File: config.mk
export PLATFORM = sky130hd
export DESIGN_NAME = ttcs_control_status
export DESIGN_NICKNAME = d
export VERILOG_FILES = /design/src/verilog/ttcs_pkg.sv /design/src/verilog/ttcs_control_status.sv /design/src/verilog/ttcs_sync.sv
export VERILOG_INCLUDE_DIRS = /design/src /design/src/verilog
export SDC_FILE = /design/constraint.sdc
export NUM_CORES = 1
export LEC_CHECK = 0
export ABC_AREA = 0
export BUFFER_PORTS_ARGS = -buffer_cell sky130_fd_sc_hd__buf_2
export CORE_AREA = 2 2 64 127
export CTS_BUF_LIST = sky130_fd_sc_hd__clkbuf_4
export DETAILED_ROUTE_END_ITERATION = 10
export DIE_AREA = 0 0 66 129
export PLACE_DENSITY = 0.65
export SLEW_MARGIN = 40
export SYNTH_ARGS = -nofsm -noshare
export SYNTH_HDL_FRONTEND = slang
export SYNTH_SLANG_ARGS = --single-unit
export TNS_END_PERCENT = 1
File: constraint.sdc
create_clock -name i_mclk -period 2.2 [get_ports i_mclk]
set_clock_uncertainty 0.05 [all_clocks]
set_input_delay 0.22 -clock i_mclk [delete_from_list [all_inputs] [get_ports i_mclk]]
set_output_delay 0.22 -clock i_mclk [all_outputs]
set_load 0.01 [all_outputs]
File: src/verilog/ttcs_control_status_regs.svh
`ifndef TTCS_CONTROL_STATUS_REGS_SVH
`define TTCS_CONTROL_STATUS_REGS_SVH

// Register-select line values
`define TTCS_RS_DATA        1'b0
`define TTCS_RS_CONTROL     1'b1

// First control register fields
`define TTCS_CRA_TONE_OUT   0
`define TTCS_CRA_PROGRESS   1
`define TTCS_CRA_IRQ_EN     2
`define TTCS_CRA_SECOND_SEL 3

// Second control register fields
`define TTCS_CRB_BURST_N    0
`define TTCS_CRB_RX_PD      1
`define TTCS_CRB_SINGLE     2
`define TTCS_CRB_COLUMN     3

// Status register fields
`define TTCS_ST_IRQ         0
`define TTCS_ST_TX_EMPTY    1
`define TTCS_ST_RX_FULL     2
`define TTCS_ST_DSTEER      3

`define TTCS_NIBBLE_RESET   4'h0

// Timing
`define TTCS_CLK_MHZ        50
`define TTCS_BURST_US       51000
`define TTCS_EXT_BURST_US   102000
`define TTCS_SYNC_STAGES    2

`endif

File: src/verilog/ttcs_pkg.sv
`default_nettype none

package ttcs_pkg;

    typedef logic [3:0] ttcs_nibble_type;

    typedef enum logic [2:0]
    {
        TTCS_IDLE  = 3'b001,
        TTCS_TONE  = 3'b010,
        TTCS_PAUSE = 3'b100
    } ttcs_burst_state_type;

endpackage

`default_nettype wire

File: src/verilog/ttcs_control_status.sv
`timescale 1ns/100ps
`default_nettype none

`include "ttcs_control_status_regs.svh"

module ttcs_control_status
    import ttcs_pkg::*;
#(
    parameter int P_BURST_CYCLES     = `TTCS_BURST_US * `TTCS_CLK_MHZ,
    parameter int P_EXT_BURST_CYCLES = `TTCS_EXT_BURST_US * `TTCS_CLK_MHZ
)
(
    input  wire logic                i_mclk,
    input  wire logic                i_reset,
    input  wire logic                i_cs_n,
    input  wire logic                i_rd_n,
    input  wire logic                i_wr_n,
    input  wire logic                i_register_select_line,
    input  wire ttcs_pkg::ttcs_nibble_type i_data,
    input  wire logic                i_digit_valid,
    input  wire ttcs_pkg::ttcs_nibble_type i_digit_code,
    input  wire logic                i_absence_valid,
    input  wire logic                i_cp_square,
    output var  ttcs_pkg::ttcs_nibble_type o_data,
    output var  logic                o_data_oe,
    output var  logic                o_interrupt_progress_pin_out,
    output var  logic                o_interrupt_progress_pin_oe,
    output var  ttcs_pkg::ttcs_nibble_type o_tx_code,
    output var  logic                o_tone_pin_oe,
    output var  logic                o_single_tone,
    output var  logic                o_column_tone,
    output var  logic                o_progress_mode_select,
    output var  logic                o_rx_power_down,
    output var  logic                o_osc_power_down
);

    import ttcs_pkg::*;

    localparam int CW = 24;

    logic [7:0]           sync_vec;
    logic                 s_cs_n;
    logic                 s_rd_n;
    logic                 s_wr_n;
    logic                 s_rs;
    ttcs_nibble_type      s_data;
    logic                 s_cp;

    ttcs_sync #(.WIDTH(9)) u_sync
    (
        .i_mclk        (i_mclk),
        .i_reset       (i_reset),
        .i_async       ({i_cp_square, i_cs_n, i_rd_n, i_wr_n, i_register_select_line, i_data}),
        .i_reset_value (9'h0e0),
        .o_sync        ({s_cp, sync_vec})
    );

    assign {s_cs_n, s_rd_n, s_wr_n, s_rs, s_data} = sync_vec;

    ttcs_nibble_type      cra_reg, cra_next;
    ttcs_nibble_type      crb_reg, crb_next;
    logic                 second_pending_reg, second_pending_next;
    ttcs_nibble_type      tx_code_reg, tx_code_next;
    ttcs_nibble_type      rx_code_reg, rx_code_next;
    logic                 irq_st_reg, irq_st_next;
    logic                 txe_reg, txe_next;
    logic                 rxf_reg, rxf_next;
    logic                 dsteer_reg, dsteer_next;
    logic                 wr_act_reg, wr_act_next;
    logic                 wr_rs_reg, wr_rs_next;
    ttcs_nibble_type      wr_data_reg, wr_data_next;
    logic                 rd_act_reg, rd_act_next;
    logic                 rd_rs_reg, rd_rs_next;
    ttcs_burst_state_type state_reg, state_next;
    logic [CW-1:0]        cnt_reg, cnt_next;
    ttcs_nibble_type      o_data_next;
    logic                 oe_next, irq_oe_next, tone_oe_next;
    logic                 single_next, column_next, mode_next, rxpd_next, oscpd_next;

    logic                 wr_act, wr_done, rd_act, rd_start, rd_done;
    logic                 ctrl_wr, tx_wr, st_rd_done;
    logic                 burst_mode, tone_on, ev_txe, ev_rxf, cnt_last;
    logic [CW-1:0]        dur_last;

    always_comb
    begin
        wr_act     = ~s_cs_n & ~s_wr_n;
        rd_act     = ~s_cs_n & ~s_rd_n;
        wr_done    = wr_act_reg & ~wr_act;
        rd_start   = rd_act & ~rd_act_reg;
        rd_done    = rd_act_reg & ~rd_act;
        ctrl_wr    = wr_done & (wr_rs_reg == `TTCS_RS_CONTROL);
        tx_wr      = wr_done & (wr_rs_reg == `TTCS_RS_DATA);
        st_rd_done = rd_done & (rd_rs_reg == `TTCS_RS_CONTROL);
        burst_mode = ~crb_reg[`TTCS_CRB_BURST_N];
        tone_on    = cra_reg[`TTCS_CRA_TONE_OUT];
        // Duration follows the mode live, so a mode change mid burst stretches or shortens it
        dur_last   = cra_reg[`TTCS_CRA_PROGRESS] ? CW'(P_EXT_BURST_CYCLES - 1)
                                                 : CW'(P_BURST_CYCLES - 1);
        cnt_last   = (cnt_reg >= dur_last);
        ev_txe     = (state_reg == TTCS_PAUSE) & cnt_last & burst_mode & tone_on;
        // Digits are ignored while receivers are down or in call-progress mode
        ev_rxf     = i_digit_valid & ~crb_reg[`TTCS_CRB_RX_PD]
                     & ~cra_reg[`TTCS_CRA_PROGRESS];
    end

    always_comb
    begin
        cra_next            = cra_reg;
        crb_next            = crb_reg;
        second_pending_next = second_pending_reg;
        tx_code_next        = tx_code_reg;
        rx_code_next        = rx_code_reg;
        wr_act_next         = wr_act;
        wr_rs_next          = wr_act ? s_rs : wr_rs_reg;
        wr_data_next        = wr_act ? s_data : wr_data_reg;
        rd_act_next         = rd_act;
        rd_rs_next          = rd_start ? s_rs : rd_rs_reg;
        state_next          = state_reg;
        cnt_next            = cnt_reg;

        if (ctrl_wr)
        begin
            if (second_pending_reg)
            begin
                crb_next            = wr_data_reg;
                second_pending_next = 1'b0;
            end
            else
            begin
                cra_next            = wr_data_reg;
                second_pending_next = wr_data_reg[`TTCS_CRA_SECOND_SEL];
            end
        end

        if (tx_wr)
        begin
            tx_code_next = wr_data_reg;
        end

        case (state_reg)
            TTCS_IDLE:
            begin
                cnt_next = '0;
                if (tx_wr & burst_mode & tone_on)
                begin
                    state_next = TTCS_TONE;
                end
            end
            TTCS_TONE:
            begin
                cnt_next = cnt_reg + CW'(1);
                if (cnt_last)
                begin
                    state_next = TTCS_PAUSE;
                    cnt_next   = '0;
                end
            end
            TTCS_PAUSE:
            begin
                cnt_next = cnt_reg + CW'(1);
                if (cnt_last)
                begin
                    state_next = TTCS_IDLE;
                    cnt_next   = '0;
                end
            end
            default:
            begin
                state_next = TTCS_IDLE;
                cnt_next   = '0;
            end
        endcase

        // Leaving burst mode or tone output aborts any burst in flight
        if (~burst_mode | ~tone_on)
        begin
            state_next = TTCS_IDLE;
            cnt_next   = '0;
        end

        if (~tone_on)
        begin
            tx_code_next = `TTCS_NIBBLE_RESET;
        end

        if (ev_rxf)
        begin
            rx_code_next = i_digit_code;
        end

        // Hardware set wins over the read clear in the same cycle
        txe_next    = ev_txe | (txe_reg & ~st_rd_done & burst_mode);
        rxf_next    = ev_rxf | (rxf_reg & ~st_rd_done);
        irq_st_next = ev_txe | ev_rxf | (irq_st_reg & ~st_rd_done);
        dsteer_next = i_absence_valid ? 1'b1 : (i_digit_valid ? 1'b0 : dsteer_reg);

        // Snapshot taken at read start holds pre-clear flags for the whole read
        o_data_next = o_data;
        if (rd_start)
        begin
            o_data_next = (s_rs == `TTCS_RS_CONTROL)
                          ? {dsteer_reg, rxf_reg, txe_reg, irq_st_reg}
                          : rx_code_reg;
        end
        oe_next = rd_act;

        if (cra_reg[`TTCS_CRA_IRQ_EN] & cra_reg[`TTCS_CRA_PROGRESS])
        begin
            irq_oe_next = ~s_cp;
        end
        else
        begin
            irq_oe_next = cra_reg[`TTCS_CRA_IRQ_EN] & irq_st_reg;
        end

        tone_oe_next = tone_on & (~burst_mode | (state_next == TTCS_TONE));
        single_next  = crb_reg[`TTCS_CRB_SINGLE];
        column_next  = crb_reg[`TTCS_CRB_COLUMN];
        mode_next    = cra_reg[`TTCS_CRA_PROGRESS];
        rxpd_next    = crb_reg[`TTCS_CRB_RX_PD];
        oscpd_next   = ~tone_on & crb_reg[`TTCS_CRB_RX_PD];
    end

    always_ff @(posedge i_mclk)
    begin
        if (i_reset)
        begin
            cra_reg                      <= `TTCS_NIBBLE_RESET;
            crb_reg                      <= `TTCS_NIBBLE_RESET;
            second_pending_reg           <= 1'b0;
            tx_code_reg                  <= `TTCS_NIBBLE_RESET;
            rx_code_reg                  <= `TTCS_NIBBLE_RESET;
            irq_st_reg                   <= 1'b0;
            txe_reg                      <= 1'b0;
            rxf_reg                      <= 1'b0;
            dsteer_reg                   <= 1'b0;
            wr_act_reg                   <= 1'b0;
            wr_rs_reg                    <= 1'b0;
            wr_data_reg                  <= `TTCS_NIBBLE_RESET;
            rd_act_reg                   <= 1'b0;
            rd_rs_reg                    <= 1'b0;
            state_reg                    <= TTCS_IDLE;
            cnt_reg                      <= '0;
            o_data                       <= `TTCS_NIBBLE_RESET;
            o_data_oe                    <= 1'b0;
            o_interrupt_progress_pin_oe  <= 1'b0;
            o_tone_pin_oe                <= 1'b0;
            o_single_tone                <= 1'b0;
            o_column_tone                <= 1'b0;
            o_progress_mode_select       <= 1'b0;
            o_rx_power_down              <= 1'b0;
            o_osc_power_down             <= 1'b0;
        end
        else
        begin
            cra_reg                      <= cra_next;
            crb_reg                      <= crb_next;
            second_pending_reg           <= second_pending_next;
            tx_code_reg                  <= tx_code_next;
            rx_code_reg                  <= rx_code_next;
            irq_st_reg                   <= irq_st_next;
            txe_reg                      <= txe_next;
            rxf_reg                      <= rxf_next;
            dsteer_reg                   <= dsteer_next;
            wr_act_reg                   <= wr_act_next;
            wr_rs_reg                    <= wr_rs_next;
            wr_data_reg                  <= wr_data_next;
            rd_act_reg                   <= rd_act_next;
            rd_rs_reg                    <= rd_rs_next;
            state_reg                    <= state_next;
            cnt_reg                      <= cnt_next;
            o_data                       <= o_data_next;
            o_data_oe                    <= oe_next;
            o_interrupt_progress_pin_oe  <= irq_oe_next;
            o_tone_pin_oe                <= tone_oe_next;
            o_single_tone                <= single_next;
            o_column_tone                <= column_next;
            o_progress_mode_select       <= mode_next;
            o_rx_power_down              <= rxpd_next;
            o_osc_power_down             <= oscpd_next;
        end
    end

    // Open-drain pin only ever pulls low
    always_ff @(posedge i_mclk)
    begin
        o_interrupt_progress_pin_out <= 1'b0;
    end

    always_ff @(posedge i_mclk)
    begin
        o_tx_code <= i_reset ? `TTCS_NIBBLE_RESET : tx_code_next;
    end

    // Cycles since the last transmit write, for the minimum spacing check
    logic [CW:0] since_wr_reg;
    always_ff @(posedge i_mclk)
    begin
        if (i_reset | tx_wr)
        begin
            since_wr_reg <= '0;
        end
        else if (~&since_wr_reg)
        begin
            since_wr_reg <= since_wr_reg + (CW+1)'(1);
        end
    end
endmodule

`default_nettype wire

File: src/verilog/ttcs_sync.sv
`timescale 1ns/100ps
`default_nettype none

module ttcs_sync
#(
    parameter int WIDTH = 8
)
(
    input  wire logic             i_mclk,
    input  wire logic             i_reset,
    input  wire logic [WIDTH-1:0] i_async,
    input  wire logic [WIDTH-1:0] i_reset_value,
    output var  logic [WIDTH-1:0] o_sync
);

    genvar g;
    generate
        for (g = 0; g < WIDTH; g++)
        begin : g_bit
            logic meta_reg;
            logic sync_reg;
            always_ff @(posedge i_mclk)
            begin
                if (i_reset)
                begin
                    meta_reg <= i_reset_value[g];
                    sync_reg <= i_reset_value[g];
                end
                else
                begin
                    meta_reg <= i_async[g];
                    sync_reg <= meta_reg;
                end
            end
            // Flops rest at the idle level, so no false strobe follows reset
            assign o_sync[g] = sync_reg;
        end
    endgenerate

endmodule

`default_nettype wire
* Word-level counts from Yosys, hierarchy flattened
Index checks and enable logic that the tools add are counted.
W data, S select, Z words.
** Cells by class
- Equality and inequality tests :: 4
- Bitwise gates (word level) :: 44
- $add $sub $neg :: 1
- $lt $le $gt $ge :: 1
- Muxes and demuxes :: 11
- Reduce and logical (&&, ||, !) cells :: 6
** Operators with widths (count)
- $add A24 B1 Y24 const B :: 1
- $ge A24 B23 Y1 :: 1
- $and A1 B1 Y1 :: 23
- $mux W23 :: 1
- $not A1 Y1 :: 15
- $mux W3 :: 4
- $pmux W3 S3 :: 1
- $eq A3 B2 Y1 const B :: 2
- $or A1 B1 Y1 :: 6
- $mux W1 :: 4
- $mux W4 :: 1
- $reduce_and A2 Y1 :: 2
- $reduce_or A2 Y1 :: 2
- $reduce_or A4 Y1 :: 1
- $eq A3 B1 Y1 const B :: 1
- $eq A3 B3 Y1 const B :: 1
- $reduce_bool A2 Y1 :: 1
** Word-level totals
- Logic and storage cells :: 109
- Output and inout port bits :: 17
- Register bits after elaboration :: 84
- Input port bits :: 17

* Depth between registers and ports, before layout
- Depth after elaboration :: 13
- Mapped depth :: 10
- Gate-level depth less buffers :: 8

* By module
From an unflattened synthesis, not the netlist that was laid out.
** Second synthesis, totals
- Cells, all modules :: 357
- Area, all modules :: 3585.9 sq um
** By module, submodules not included
- ttcs_control_status :: seq. area each 1321.3 sq um, instances 1, area an instance 2886.5 sq um, cells each 310
- ttcs_sync :: seq. area each 360.3 sq um, instances 1, area an instance 699.4 sq um, cells each 47

* Worst setup path after synthesis
OpenSTA, ideal clock, no wires.
- Path kind :: flip-flop to flip-flop
- From :: register cra_reg[1]
- To :: register cnt_reg[14]
- Data required time :: 2.086 ns
- Buffers on the path :: 2
- Library setup time :: 0.064 ns
- Path slack :: -0.118 ns
- Cell stages (with the launch flop) :: 11
- Data arrival time :: 2.203 ns
- Period minus slack after synthesis :: 2.318 ns
- Cells stage by stage :: dfxtp_1 > inv_1 > ha_1 > a2111oi_4 > o31ai_1 > a41oi_2 > nand2_2 > or2_1 > buf_6 > buf_6 > nor2_1
** On the way
- Longest elaborated chain between the ends :: 3
** Ends and longest elaborated chain
- start, declared :: RTL line ttcs_control_status.sv:60 : ttcs_nibble_type cra_reg, cra_next;
- start signal, assigned :: RTL line ttcs_control_status.sv:229 : cra_reg <= `TTCS_NIBBLE_RESET;
- start signal, assigned :: RTL line ttcs_control_status.sv:257 : cra_reg <= cra_next;
- $mux W23 :: RTL line ttcs_control_status.sv:98 : dur_last = cra_reg[`TTCS_CRA_PROGRESS] ? CW'(P_EXT_BURST_CYCLES - 1)
- $ge A24 B23 Y1 :: RTL line ttcs_control_status.sv:100 : cnt_last = (cnt_reg >= dur_last);
- $reduce_or A4 Y1 (no line)
- end signal, assigned :: RTL line ttcs_control_status.sv:272 : cnt_reg <= cnt_next;
- end, declared :: RTL line ttcs_control_status.sv:75 : logic [CW-1:0] cnt_reg, cnt_next;
No other way between the ends.
A chain may end at the register's enable or synchronous reset.

* Final worst setup path
- From :: register cra_reg[1]
- To :: register cnt_reg[15]
The elaborated chain is that of the path after synthesis.

==> flow_summary.ini <==
[synthesis]
synth_nets = 387
synth_area_leaders = dfxtp_1 (50%), nor2_1 (6.2%), ha_1 (4.5%)
ys_async_sr_fraction_pct = 0
synth.ff_latch_count = 84
synth.largest_area_cell = dfxtp_1
syn_area_per_cell_sq_um = 9.335
yosysWarnings = 0
syn_area_sq_mm = 0.003342
synth_cells = 358
ys_seq_area_share_pct = 50.32
synth_edf_count = 0
synth_top_area_share_pct = 50.32
synth-main-ff-cell = dfxtp_1
yosysUniqueCellTypes = 46

[place]
place_ws_ns = -0.01688
dp.cells = 478
gp_congestion = 0.9121
hpwl_um = 5178
io_buffer_count = 32

[global_route]
grt_pass1_vias = 2626
grt_pass1_wl_um = 11580
antenna_found_initial = 0
grt_overflow = 0
grtUsageTotal_pct = 18.42
grt_max_degree = 34

[clock_tree]
cts_tree = yes
numClockSinks = 84
clockRootBuffer = clkbuf_4
clk_latency_ns = 0.45
clk_pin_slew_worst_paths_ns = 0.12
cts_buffers = 9
clk_path_buf_depth = 2
htreeDepth = 3

[finish]
n_fill_cell = 732
mostFrequentLayoutCells = dfxtp_1 (82), nor2_1 (55), nand2_1 (32), buf_2 (32), a21oi_1 (20)
largest_reg_flops = 24
syn2layout_area_growth_pct = 19.47
final_common_cell = dfxtp_1
stdcell_count = 510
nets = 440
n_antenna_cell = 0
drive_gt1_share_pct = 19.95

[timing]
tightestPinTransition_ns = 0.5245
setup_violations = 0
hold_viol = 0
relSlewSlack_pct = 64.13
min_period_over_period_pct = 97.28
setup-tns-final_ns = 0
fin_crit_ns = 2.140
max_freq_mhz = 467.2
rsz0062_at_grt = yes
fin_ws_ns = 0.05977
hold_slack_ns = 0.06052
drv_slew = 0

[power_and_ir_drop]
p_per_area_mw_per_mm2 = 656.0
ir_drop_mv = 0.4863
leakagePower_nw = 1.484
finalPower_mw = 2.619

[route]
vias = 2597
dr.pass1.iters = 4
postRouteAntennaNets = 0
drtIter0Drc = 84
routedWlPerCell_um = 14.05
drt_wl_total_um = 7165
post-route-drc-count = 0
avgViaCountPerCell = 5.092

[critical_path]
worstPathArrival_ns = 2.43
crit_slowest_cell = dfxtp_4
crit_chain = buf_4, ha_1, nand4_1, o32ai_1, nand2_1, nand2_2, or2_1, buf_12, nor2_1
path_max_fanout = 24
critPathCaptureType = flop
critPathMaxStageDelay_ns = 0.40
critPathKind = reg -> reg
critPathRequiredTime_ns = 2.49
worstSetupStartpointType = flop

[floorplan]
coreArea_sq_mm = 0.007545
die_area_sq_mm = 0.008514
rows = 45
fp.dieW_um = 66
pin_count = 34
start_util_pct = 44.30
die_h_um = 129

[hold_path]
hp-class = in -> reg

[status]
run_status = finished clean

[run]
cap_violations = 0
synthesized netlist by cell type (all sizes together), types with 2 or more instances:
master	n
dfxtp	84
mux2i	13
xnor2	12
and3	2
or2	8
nor3	6
ha	12
clkbuf	10
xor2	9
nor4	4
nor2	56
nand4	10
nand3	10
a21oi	20
and2	2
inv	9
nand2b	2
nor2b	18
a41oi	2
buf	5
a211oi	6
nand2	33
a2111oi	2
o21ai	11
critical path: cells and delay by family, from the launching register on:
family                     cells  cell delay (ns)
AOI/OAI and AO/OA              1             0.35
DFF                            1             0.40
adders and majority gates      1             0.29
and+or+nand+nor                5             0.64
buffers and inverters          2             0.31
stage by stage:
stage | util (%) | cell area [sq um]
after floorplan | - | 3343
after global placement | 47.94 | 3617
after detailed placement | 47.94 | 3617
after CTS | 52.04 | 3926
after global routing | 52.92 | 3993
final | 52.92 | 3993
timing repair:
item / CTS / global route
setup endpoints to repair: 18 / 28
cloned: 0 / 0
pin swaps: 0 / 2
buffers inserted: 1 / 1
hold buffers: 14 / 0
hold endpoints to repair: 14 / 0
resized for setup: 1 / 11
path summary, 6_finish.rpt:
check / start / to / slack [ns] / cells after the start
setup / recovery: cra_reg[1] / cnt_reg[15] / 0.06 / 9
hold / removal: i_digit_valid / dsteer_reg / 0.06 / 4
setup reg to reg: cra_reg[1] / cnt_reg[15] / 0.06 / 9
hold reg to reg: u_sync.g_bit[5].meta_reg / u_sync.g_bit[5].sync_reg / 0.37 / 1
kinds of logic after synthesis:
| family | count (synthesis) | share of synthesized area (%) |
|---|---|---|
| adders and majority gates | 12 | 4.493 |
| AOI/OAI and AO/OA | 49 | 10.07 |
| other | 1 | 0.1122 |
| DFF | 84 | 50.32 |
| muxes | 13 | 3.894 |
| and+or+nand+nor | 154 | 22.09 |
| xor gates and xnor gates | 21 | 5.504 |
| buffers and inverters | 24 | 3.519 |
routing by layer:
metal	vias up	global-route usage (%)	part of all wire (%)
met5	-	0	0
met2	49	34.46	57
met1	1199	16.47	36
li1	1325	-	-
met4	0	13.21	4.5
met3	24	4.283	2.9
where the power goes:
part	switching, mW	internal (mW)	leakage [nW]
combinational	0.0362	0.0489	0.723
clock	0.523	0.454	0.0772
sequential	0.0127	1.54	0.684
area by class of cell:
cell class | count | area (sq um) | share of cell area, %
clock inverters | 7 | 91.34 | 2.288
clock buffers | 9 | 67.56 | 1.692
inverters | 9 | 36.28 | 0.9088
well taps | 94 | 117.6 | 2.946
multi-input cells | 250 | 1598 | 40.02
repair buffers | 57 | 395.4 | 9.903
flip-flops and latches | 84 | 1687 | 42.24
No activity file was read; power rests on OpenSTA's default activity.
